File: config.mk
export PLATFORM = sky130hd
export DESIGN_NAME = user_reset_generator
export DESIGN_NICKNAME = d
export VERILOG_FILES = /design/src/logic/user_reset_pkg.sv /design/src/logic/user_reset_generator.sv
export SDC_FILE = /design/constraint.sdc
export NUM_CORES = 1
export LEC_CHECK = 0
export BUFFER_PORTS_ARGS = -buffer_cell sky130_fd_sc_hd__clkbuf_2
export CORE_AREA = 5 5 42 44
export CTS_BUF_LIST = sky130_fd_sc_hd__clkbuf_4
export CTS_CLUSTER_DIAMETER = 120
export CTS_CLUSTER_SIZE = 40
export DETAILED_ROUTE_END_ITERATION = 6
export DIE_AREA = 0 0 47 49
export PLACE_DENSITY = 0.75
export SLEW_MARGIN = 20
export SYNTH_ARGS = -nofsm -noshare
export SYNTH_HDL_FRONTEND = slang
export SYNTH_SLANG_ARGS = --single-unit
File: constraint.sdc
create_clock -name i_sys_clk -period 1.95 [get_ports i_sys_clk]
set_clock_uncertainty 0.2 [all_clocks]
set_input_delay 0.39 -clock i_sys_clk [delete_from_list [all_inputs] [get_ports i_sys_clk]]
set_output_delay 0.39 -clock i_sys_clk [all_outputs]
set_load 0.02 [all_outputs]
File: src/logic/user_reset_pkg.sv
// Constants shared by the user reset generator
package user_reset_pkg;
  localparam int unsigned SYNC_STAGES_DEF     = 2;
  localparam int unsigned SYNC_STAGES_MIN     = 2;
  localparam int unsigned DRI_DIV_DEF         = 4;
  localparam int unsigned DRI_DIV_MIN         = 2;
  localparam int unsigned REASON_WIDTH        = 8;
  localparam int unsigned REASON_FABRIC_BIT   = 4;
  localparam logic        ENABLE_RESET_VALUE  = 1'h0;
endpackage

File: src/logic/user_reset_generator.sv
// Fabric reset generator merging power-on, pin, PLL lock and init status
`timescale 1ns/10ps
module user_reset_generator
  import user_reset_pkg::*;
#(
  parameter int unsigned SYNC_STAGES = SYNC_STAGES_DEF,
  parameter int unsigned DRI_DIV     = DRI_DIV_DEF
)(
  input  wire logic                    i_sys_clk,
  input  wire logic                    i_rst,
  input  wire logic                    i_fabric_por_n,
  input  wire logic                    i_reset_bank_supply_ok,
  input  wire logic                    i_clock_bank_supply_ok,
  input  wire logic                    i_external_reset_n,
  input  wire logic                    i_pll_lock,
  input  wire logic                    i_init_done,
  input  wire logic                    i_dynamic_reconfig_select_req,
  input  wire logic                    i_subsystem_reset_out_n,
  input  wire logic                    i_fabric_reset_enable_set,
  input  wire logic                    i_reason_clear,
  output logic                         o_fabric_reset_n,
  output logic                         o_subsystem_reset_in_n,
  output logic                         o_pll_power_down,
  output logic                         o_dynamic_reconfig_clock,
  output logic                         o_dynamic_reconfig_select,
  output logic                         o_transfer_hold,
  output logic                         o_peripheral_reset_n,
  output logic                         o_subsystem_in_reset,
  output logic [REASON_WIDTH-1:0]      o_reset_reason
);

  localparam int unsigned DIV_W = $clog2(DRI_DIV);

  if (SYNC_STAGES < SYNC_STAGES_MIN)
  begin : g_chk_sync
    $error("SYNC_STAGES must be at least two");
  end
  if (DRI_DIV < DRI_DIV_MIN || (DRI_DIV % 2) != 0)
  begin : g_chk_div
    $error("DRI_DIV must be even and at least two");
  end

  // Merged request; combinational on purpose so assertion needs no clock edge
  logic ext_qualified;
  logic reset_req;
  logic lock_meta_q;
  logic lock_sync_q;

  assign ext_qualified = i_fabric_por_n & i_reset_bank_supply_ok;
  // Synchronised lock also feeds the asynchronous request: a loss of lock asserts reset two clocks later
  assign reset_req = ~i_fabric_por_n | i_rst | (ext_qualified & ~i_external_reset_n)
                   | ~lock_sync_q | ~i_init_done;

  always_ff @(posedge i_sys_clk or negedge i_fabric_por_n)
  begin
    if (!i_fabric_por_n)
    begin
      lock_meta_q <= 1'h0;
      lock_sync_q <= 1'h0;
    end
    else
    begin
      lock_meta_q <= i_pll_lock;
      lock_sync_q <= lock_meta_q;
    end
  end

  // Release chain, each stage cleared asynchronously by the request
  logic [SYNC_STAGES-1:0] rel_q;
  logic [SYNC_STAGES-1:0] rel_d;

  always_comb
  begin
    rel_d = {rel_q[SYNC_STAGES-2:0], 1'h1};
  end

  always_ff @(posedge i_sys_clk or posedge reset_req)
  begin
    if (reset_req)
      rel_q <= '0;
    else
      rel_q <= rel_d;
  end

  // Single final flop fans out, so every consumer sees the same edge
  assign o_fabric_reset_n       = rel_q[SYNC_STAGES-1];
  assign o_subsystem_reset_in_n = rel_q[SYNC_STAGES-1];

  assign o_pll_power_down = ~(i_fabric_por_n & i_clock_bank_supply_ok);

  // Reconfiguration clock divider
  logic [DIV_W-1:0] div_cnt_q;
  logic [DIV_W-1:0] div_cnt_d;
  logic             cfg_clk_q;
  logic             cfg_clk_d;
  logic             dri_sel_q;
  logic             dri_sel_d;

  always_comb
  begin
    div_cnt_d = div_cnt_q + 1'h1;
    cfg_clk_d = cfg_clk_q;
    if (div_cnt_q == DIV_W'(DRI_DIV / 2 - 1))
    begin
      div_cnt_d = '0;
      cfg_clk_d = ~cfg_clk_q;
    end
    dri_sel_d = i_dynamic_reconfig_select_req;
  end

  always_ff @(posedge i_sys_clk or negedge i_fabric_por_n)
  begin
    if (!i_fabric_por_n)
    begin
      div_cnt_q <= '0;
      cfg_clk_q <= 1'h0;
      dri_sel_q <= 1'h0;
    end
    else
    begin
      div_cnt_q <= div_cnt_d;
      cfg_clk_q <= cfg_clk_d;
      dri_sel_q <= dri_sel_d;
    end
  end

  assign o_dynamic_reconfig_clock  = cfg_clk_q;
  assign o_dynamic_reconfig_select = dri_sel_q;

  // Subsystem status back into the fabric
  logic sub_meta_q;
  logic sub_sync_q;
  logic sub_sync_d;
  logic periph_rst_n_q;
  logic periph_rst_n_d;

  always_comb
  begin
    sub_sync_d     = sub_meta_q;
    periph_rst_n_d = sub_sync_q;
  end

  always_ff @(posedge i_sys_clk)
  begin
    if (i_rst)
    begin
      sub_meta_q     <= 1'h0;
      sub_sync_q     <= 1'h0;
      periph_rst_n_q <= 1'h0;
    end
    else
    begin
      sub_meta_q     <= i_subsystem_reset_out_n;
      sub_sync_q     <= sub_sync_d;
      periph_rst_n_q <= periph_rst_n_d;
    end
  end

  assign o_transfer_hold      = ~sub_sync_q;
  assign o_peripheral_reset_n = periph_rst_n_q;

  // Fabric reset acceptance inside the subsystem
  logic                    fab_en_q;
  logic                    fab_en_d;
  logic [REASON_WIDTH-1:0] reason_q;
  logic [REASON_WIDTH-1:0] reason_d;
  logic                    taken;

  assign taken = fab_en_q & ~o_subsystem_reset_in_n;

  always_comb
  begin
    fab_en_d = fab_en_q | i_fabric_reset_enable_set;
    reason_d = reason_q;
    if (i_reason_clear)
      reason_d = '0;
    if (taken)
      reason_d[REASON_FABRIC_BIT] = 1'h1;
  end

  always_ff @(posedge i_sys_clk)
  begin
    if (i_rst)
    begin
      fab_en_q <= ENABLE_RESET_VALUE;
      reason_q <= '0;
    end
    else
    begin
      fab_en_q <= fab_en_d;
      reason_q <= reason_d;
    end
  end

  assign o_subsystem_in_reset = taken;
  assign o_reset_reason       = reason_q;
endmodule

==> flow_summary.yaml, run 1 <==
status:
  outcome: "finished, final reports clean"
placed_design:
  io_buffers: 20
  dp.cells: 74
  gp_congestion: 0.5682
  dp_slack_ns: 0.5053
  dpl-instance-area_um2: 578.1
  dp_hpwl_um: 633.1
drt:
  drc: 0
  dr.pass1.iters: 2
  ant_nets: 0
  vias_per_cell: 3.841
  totalWireLength_um: 816
  drt_first_iter_violations: 1
  wl_per_cell_um: 9.951
  via_count: 315
clocking:
  clkTransAtPathRegs_ns: 0.08
  post_cts.repair.setup_buffers: 0
  cts-buffers-inserted: 3
  cts_tree: "done"
  ctsResizeCount: 0
  cts_sinks: 13
  cts-root-buf: "clkbuf_4"
  cts_buffer_depth: 2
  htree_levels: 1
  hold_buffers: 4
  clk_latency_ns: 0.27
finish:
  top_regs: "div_cnt_q (2), rel_q (2)"
  drive_above_1_share_pct: 43.94
  diodes: 0
  stdcell_count: 82
  final_area_um2: 648.1
  area_delta_synth_final_pct: 30.81
  final_nets: 79
worst_setup_path:
  end_kind: "primary output"
  worstPathRequired_ns: 1.36
  critPathMaxFanout: 3
  r2r_start: "lock_sync_q"
  cp.arrival_ns: 1.31
  path_class: "in2out"
  start_kind: "input pin"
  crit_path_start: "i_fabric_por_n"
timing:
  rsz0062_at_grt: "no"
  hold_viol: 0
  clock.fmax_mhz: 527.6
  finalSetupTns_ns: 0
  period_share_pct: 97.20
  setup_violations: 0
  maxSlewViolCount: 0
  layout_setup_ws_ns: 0.05469
  period_minus_slack_ns: 1.895
floorplanning:
  die_area_um2: 2303
  io_pins: 28
  start_util_pct: 35.36
  die_w_um: 47
  rows: 14
  coreArea_um2: 1401
  dieHeight_um: 49
yosys:
  syn_inst: 40
  synth_edf_count: 0
  synth-seq-cells: 13
  synthArstFlopShare_pct: 61.54
  synth_area_um2: 495.5
  yosysSeqAreaShare_pct: 60.61
  synth_top_area_share_pct: 40.40
  netlist_top_cells_area: "dfrtp_1, dfxtp_1, buf_4"
  synth_ff_type: "dfrtp_1"
  ys_warn_count: 0
  synth_common_cells: "buf_4, dfrtp_1, dfxtp_1, inv_1, nor2_1"
  synth_top_area_cell: "dfrtp_1"
  avgSynthCellArea_um2: 12.39
  ys_types: 15
job:
  maxCapViolations: 0
grt:
  grt_usage_pct: 8.429
  grt_max_degree: 8
  grt_overflow_total: 0
  antenna_found_initial: 0
  first_global_vias: 341
  grt_pass1_wl_um: 1386
hold_path:
  worstHoldStart: "i_dynamic_reconfig_select_req"
  holdCritPathClass: "in2reg"
power_and_ir_drop:
  leakagePower_uw: 0.0003663
  power_density_nw_per_um2: 798.1
  irDropWorstVdd_mv: 0.4180
logic make-up after synthesis:
family / after synthesis / share of synthesized area, %
AOI/OAI and AO/OA: 2 / 3.788
DFF: 13 / 60.61
buffers and inverters: 11 / 14.39
xor gates and xnor gates: 1 / 1.768
and+or+nand+nor: 11 / 17.93
other: 2 / 1.516
layer usage:
| metal | wire [µm] | GRT usage, % | up-vias |
|---|---|---|---|
| li1 | - | - | 159 |
| met2 | 400 | 11.76 | 15 |
| met5 | 0 | 0 | - |
| met1 | 330 | 10.57 | 141 |
| met4 | 0 | 5.530 | 0 |
| met3 | 85 | 2.952 | 0 |
layout by cell type, fill, tap and decap left out:
cell type / n
clkbuf_2: 20
conb_1: 8
dfrtp_1: 8
dfxtp_1: 5
clkbuf_4: 4
dlygate4sd3_1: 4
inv_1: 3
nor2_1: 3
nor2b_1: 2
and2b_2: 2
nor2b_4: 1
nand2_1: 1
o21ba_1: 1
nand4b_4: 1
a21oi_2: 1
nand2b_1: 1
xnor2_1: 1
power by group:
| part | internal, µW | total (µW) | switching (µW) |
|---|---|---|---|
| registers | 278 | 283 | 4.74 |
| clock network | 93.0 | 172 | 79.1 |
| logic | 25.0 | 62.4 | 37.4 |
worst paths after layout:
kind	endpoint	cells after the start	slack [ns]
worst max-delay path	o_pll_power_down	4	0.05
worst min-delay path	o_dynamic_reconfig_select	1	0.03
worst max register to register	rel_q[1]	3	0.81
worst min register to register	lock_sync_q	0	0.17
max in group asynchronous	rel_q[1]	5	0.36
min in group asynchronous	rel_q[0]	4	0.39
stage by stage:
step                      hold slack (ns)  util (%)  total power (µW)
final                             0.02652     46.25             517.3
after global routing             0.006183     46.25             549.0
after CTS                         0.01952     46.25             522.0
after detailed placement          0.04861     41.25             345.9
after global placement            0.04255     41.25             344.4
after floorplan                   -0.1056         -             333.0
critical path, stage by stage:
cell and delay (ns):
dlygate4sd3_1 0.53, clkbuf_2 0.15, nand2_1 0.07, clkbuf_2 0.16
area by class of cell:
cell class / instances / area, µm²
inverter: 3 / 11.26
multi-input combinational: 22 / 146.4
timing repair buffer: 24 / 140.1
tap: 16 / 20.02
clock buffer: 4 / 30.03
sequential: 13 / 300.3
fill: 132 / 753.2
No activity file was read; power rests on OpenSTA's default activity.
==> inputs of run 2 (changes only) <==
PLACE_DENSITY = 0.69   (was 0.75)
==> run 2 against run 1 <==
Clock power is essentially flat. Design area is the same. Combinational power is essentially flat. Wire length grew 2.5%. Fmax is essentially flat. Largest cell class unchanged. Die area is the same. Highest routed layer is now met4. Core utilization is the same. Hold slack is essentially flat.
==> flow_summary.yaml, run 2 (synthesis gave the netlist of run 1 again) <==
drt:
  vias_per_cell: 3.939
  via_count: 323
  dr.pass1.iters: 2
  drc: 0
  totalWireLength_um: 836
  wl_per_cell_um: 10.20
  drt_first_iter_violations: 2
  ant_nets: 0
power_and_ir_drop:
  combPwrFrac_pct: 12.1
  leakagePower_uw: 0.0003663
  p_clk_share_pct: 33.2
  finalPower_uw: 516.8
  internal-power_uw: 396.2
  switching_share_pct: 23.34
  p_switching_uw: 120.6
  power_density_nw_per_um2: 797.4
  irDropWorstVdd_mv: 0.4304
  p_seq_share_pct: 54.7
finish:
  drive_above_1_share_pct: 43.94
  final_common_cell: "clkbuf_2"
  mostFrequentLayoutCells: "clkbuf_2, conb_1, dfrtp_1"
  multi_input_area_um2: 146.4
  area_delta_synth_final_pct: 30.81
  utilization_pct: 46.25
  regArea_um2: 300.3
  diodes: 0
  fillers: 138
  final_nets: 79
  stdcell_count: 82
  top_regs: "div_cnt_q (2), rel_q (2)"
floorplanning:
  io_pins: 28
  coreArea_um2: 1401
  die_area_um2: 2303
  start_util_pct: 35.36
  dieHeight_um: 49
  die_w_um: 47
  rows: 14
clocking:
  cts-root-buf: "clkbuf_4"
  ctsResizeCount: 0
  clkTransAtPathRegs_ns: 0.07
  clk_latency_ns: 0.27
  cts_sinks: 13
  cts_tree: "done"
  cts-buffers-inserted: 3
  post_cts.repair.setup_buffers: 0
  cts_buffer_depth: 2
  htree_levels: 1
status:
  outcome: "finished, final reports clean"
worst_setup_path:
  cp.arrival_ns: 1.31
  worstPathRequired_ns: 1.36
  r2r-end: "rel_q[1]"
  critPathMaxFanout: 3
  end_kind: "primary output"
  r2r_start: "lock_sync_q"
  path_class: "in2out"
  rrSetupSlack_ns: 0.80
  start_kind: "input pin"
  reg2regPathDepth: 3
timing:
  clock.fmax_mhz: 527.3
  hold_viol: 0
  setup_violations: 0
  layout_setup_ws_ns: 0.05337
  period_share_pct: 97.26
  rsz0062_at_grt: "no"
  finalSetupTns_ns: 0
  maxSlewViolCount: 0
  period_minus_slack_ns: 1.897
placed_design:
  dp.cells: 74
  gp_congestion: 0.5776
  io_buffers: 20
  dp_slack_ns: 0.5038
hold_path:
  holdPathEnd: "lock_meta_q"
  min_path_cells: 1
  worstHoldStart: "i_pll_lock"
  holdCritPathClass: "in2reg"
grt:
  grt_usage_pct: 9.039
  grt_overflow_total: 0
  grt_max_degree: 8
  grt_pass1_wl_um: 1407
  first_global_vias: 342
  antenna_found_initial: 0
job:
  maxCapViolations: 0
==> run 2: worst max-delay path by stage <==
stage / from / to / slack [ns] / cells past startpoint
after floorplan: rel_q[1] / o_subsystem_reset_in_n / 0.68 / 1
after global placement: i_fabric_por_n / o_pll_power_down / 0.53 / 3
after detailed placement: i_fabric_por_n / o_pll_power_down / 0.50 / 3
after CTS: i_fabric_por_n / o_pll_power_down / 0.04 / 4
after global routing: i_fabric_por_n / o_pll_power_down / 0.02 / 4
final: i_fabric_por_n / o_pll_power_down / 0.05 / 4
==> run 2: final cells by class <==
| class | count | area share (%) |
|---|---|---|
| inverters | 3 | 1.737 |
| flip-flops and latches | 13 | 46.33 |
| repair buffers | 24 | 21.62 |
| well taps | 16 | 3.089 |
| multi-input cells | 22 | 22.59 |
| clock buffers | 4 | 4.633 |
==> run 2: stage by stage <==
step | hold slack, ns | instance area [µm²]
after floorplan | -0.1056 | 518.0
after global placement | 0.04291 | 578.1
after detailed placement | 0.05442 | 578.1
after CTS | 0.01502 | 648.1
after global routing | 0.005546 | 648.1
final | 0.02641 | 648.1
==> run 2: layer usage <==
metal | share of wire [%] | wire (µm) | GRT usage, % | vias up
met3 | 12 | 103 | 3.690 | 4
li1 | - | - | - | 157
met5 | 0 | 0 | 0 | -
met2 | 45 | 380 | 12.22 | 20
met1 | 39 | 324 | 10.23 | 142
met4 | 3.2 | 27 | 8.295 | 0
==> run 2: power groups by stage <==
stage                     registers [µW]  logic (µW)  clock network [µW]
after CTS                            283        63.2                 183
final                                283        62.7                 171
after floorplan                      293        40.5                   0
after global placement               288        56.5                   0
after detailed placement             288        57.4                   0
after global routing                 284        68.9                 200
==> run 2: repair_timing <==
action                     CTS  global route
hold endpoints to repair     8             0
hold buffers                 4             0
setup endpoints to repair    0             0
==> run 2: worst max-delay path, stage by stage <==
cell           delay, ns
dlygate4sd3_1       0.53
clkbuf_2            0.15
nand2_1             0.07
clkbuf_2            0.16
==> inputs of run 3 (changes only) <==
PLACE_DENSITY = 0.72   (was 0.69)
clock period = 1.55 ns   (was 1.95 ns; I/O delays follow)
==> run 3 against run 2 <==
Critical path depth down 2. Register-to-register slack lost 0.38 ns. Cell count increased by 2.4%. Combinational power increased by 33%. Sequential share of layout area is 1.4 points lower. Highest routed layer unchanged. Critical path type is now reg2out. Clock power is 27% higher.
==> flow_summary.yaml, run 3 (synthesis gave the netlist of run 1 again) <==
status:
  outcome: "finished, final reports clean"
clocking:
  cts_buffer_depth: 2
  clk_latency_ns: 0.27
  clkTransAtPathRegs_ns: 0.07
  cts_tree: "done"
  cts-buffers-inserted: 3
  htree_levels: 1
  cts_sinks: 13
  post_cts.repair.setup_buffers: 0
  cts-root-buf: "clkbuf_4"
placed_design:
  io_buffers: 20
  dp_slack_ns: 0.3438
  gp_congestion: 0.6151
timing:
  hold_viol: 0
  maxSlewViolCount: 0
  setup_violations: 0
  clock.fmax_mhz: 680.7
  period_minus_slack_ns: 1.469
  rsz0062_at_grt: "no"
  period_share_pct: 94.78
  layout_setup_ws_ns: 0.08094
  whs_ns: 0.05273
  finalSetupTns_ns: 0
finish:
  final_common_cell: "clkbuf_2"
  drive_above_1_share_pct: 44.12
  area_delta_synth_final_pct: 34.85
  diodes: 0
  top_regs: "div_cnt_q (2), rel_q (2)"
  fillers: 132
  mostFrequentLayoutCells: "clkbuf_2, conb_1, dfrtp_1"
  final_nets: 81
worst_setup_path:
  worst-path-stages: 2
  cp.arrival_ns: 0.96
  critPathMaxStageDelay_ns: 0.42
  start_kind: "flop"
  cp_cell_sequence: "nor2b_4 > buf_4"
  path_delay_family: "flip-flops"
  path_class: "reg2out"
  critPathMaxFanout: 3
  end_kind: "primary output"
  reg2regPathDepth: 3
  worstPathRequired_ns: 1.04
  cp_slowest_cell: "dfrtp_1"
  crit_buf_inv: 1
floorplanning:
  dieHeight_um: 49
  rows: 14
  die_w_um: 47
  io_pins: 28
  start_util_pct: 35.36
  die_area_um2: 2303
  coreArea_um2: 1401
drt:
  wl_per_cell_um: 10.04
  drt_first_iter_violations: 2
  totalWireLength_um: 843
  dr.pass1.iters: 4
  via_count: 336
  ant_nets: 0
  drc: 0
  vias_per_cell: 4.000
job:
  maxCapViolations: 0
power_and_ir_drop:
  p_seq_share_pct: 54.2
  power_density_nw_per_um2: 982.6
  switching_share_pct: 23.44
  p_switching_uw: 153.9
  internal-power_uw: 502.6
  p_clk_share_pct: 33.1
  leakagePower_uw: 0.0003760
  combPwrFrac_pct: 12.7
  irDropWorstVdd_mv: 0.5378
grt:
  antenna_found_initial: 0
  grt_max_degree: 8
  grt_pass1_wl_um: 1407
  grt_usage_pct: 8.845
  grt_overflow_total: 0
  first_global_vias: 330
hold_path:
  holdCritPathClass: "in2reg"
  min_path_cells: 3
==> run 3: cell types whose count changed in the layout (fill, tap and decap cells not counted), sizes merged <==
cell,delta
dlygate4sd3,+1
clkbuf,-1
buf,+2
==> run 3: routing by layer <==
layer  up-vias  track usage (%)  wire (µm)
li1        160                -          -
met2        19            13.35        441
met4         0            8.295         29
met3         3            3.321         85
met5         -                0          0
met1       154            8.696        286
==> run 3: worst min-delay path, cell delays in order <==
cell and delay (ns):
clkbuf_2 0.08, nor2_1 0.03, nor2_1 0.06
==> run 3: worst paths after layout <==
path / end / slack [ns] / from
max in group asynchronous: rel_q[0] / 0.22 / i_reset_bank_supply_ok
worst max-delay path: o_subsystem_in_reset / 0.08 / rel_q[1]
worst min register to register: rel_q[1] / 0.16 / rel_q[0]
worst max register to register: rel_q[0] / 0.42 / lock_sync_q
worst min-delay path: fab_en_q / 0.05 / i_fabric_reset_enable_set
min in group asynchronous: rel_q[1] / 0.30 / i_external_reset_n
==> run 3: area by class of cell <==
| type | instances | area, µm² | area share (%) |
|---|---|---|---|
| multi-input cells | 22 | 146.4 | 21.91 |
| well taps | 16 | 20.02 | 2.996 |
| flip-flops and latches | 13 | 300.3 | 44.94 |
| clock buffers | 4 | 30.03 | 4.494 |
| repair buffers | 26 | 160.2 | 23.97 |
| inverters | 3 | 11.26 | 1.685 |
==> run 3: power groups by stage <==
stage	Clock (µW)	Combinational (µW)	Sequential, µW
2_1_floorplan	0	50.9	368
3_3_place_gp	0	73.4	362
3_5_place_dp	0	73.6	363
4_1_cts	228	82.7	356
5_1_grt	245	91.6	357
6_report	217	83.3	356
==> run 3: repair_timing <==
action                                  CTS  global route
resized for setup                         0             2
hold buffers                              5             0
endpoints found under the setup margin    0             1
endpoints found under the hold margin    10             0
==> run 3: through the flow <==
stage | area (µm²) | instances | power [µW] | utilization (%)
2_1_floorplan | 518.0 | 46 | 418.9 | -
3_3_place_gp | 585.6 | 75 | 435.6 | 41.79
3_5_place_dp | 585.6 | 75 | 436.5 | 41.79
4_1_cts | 665.6 | 84 | 666.9 | 47.50
5_1_grt | 668.1 | 84 | 694.1 | 47.68
6_report | 668.1 | 84 | 656.5 | 47.68
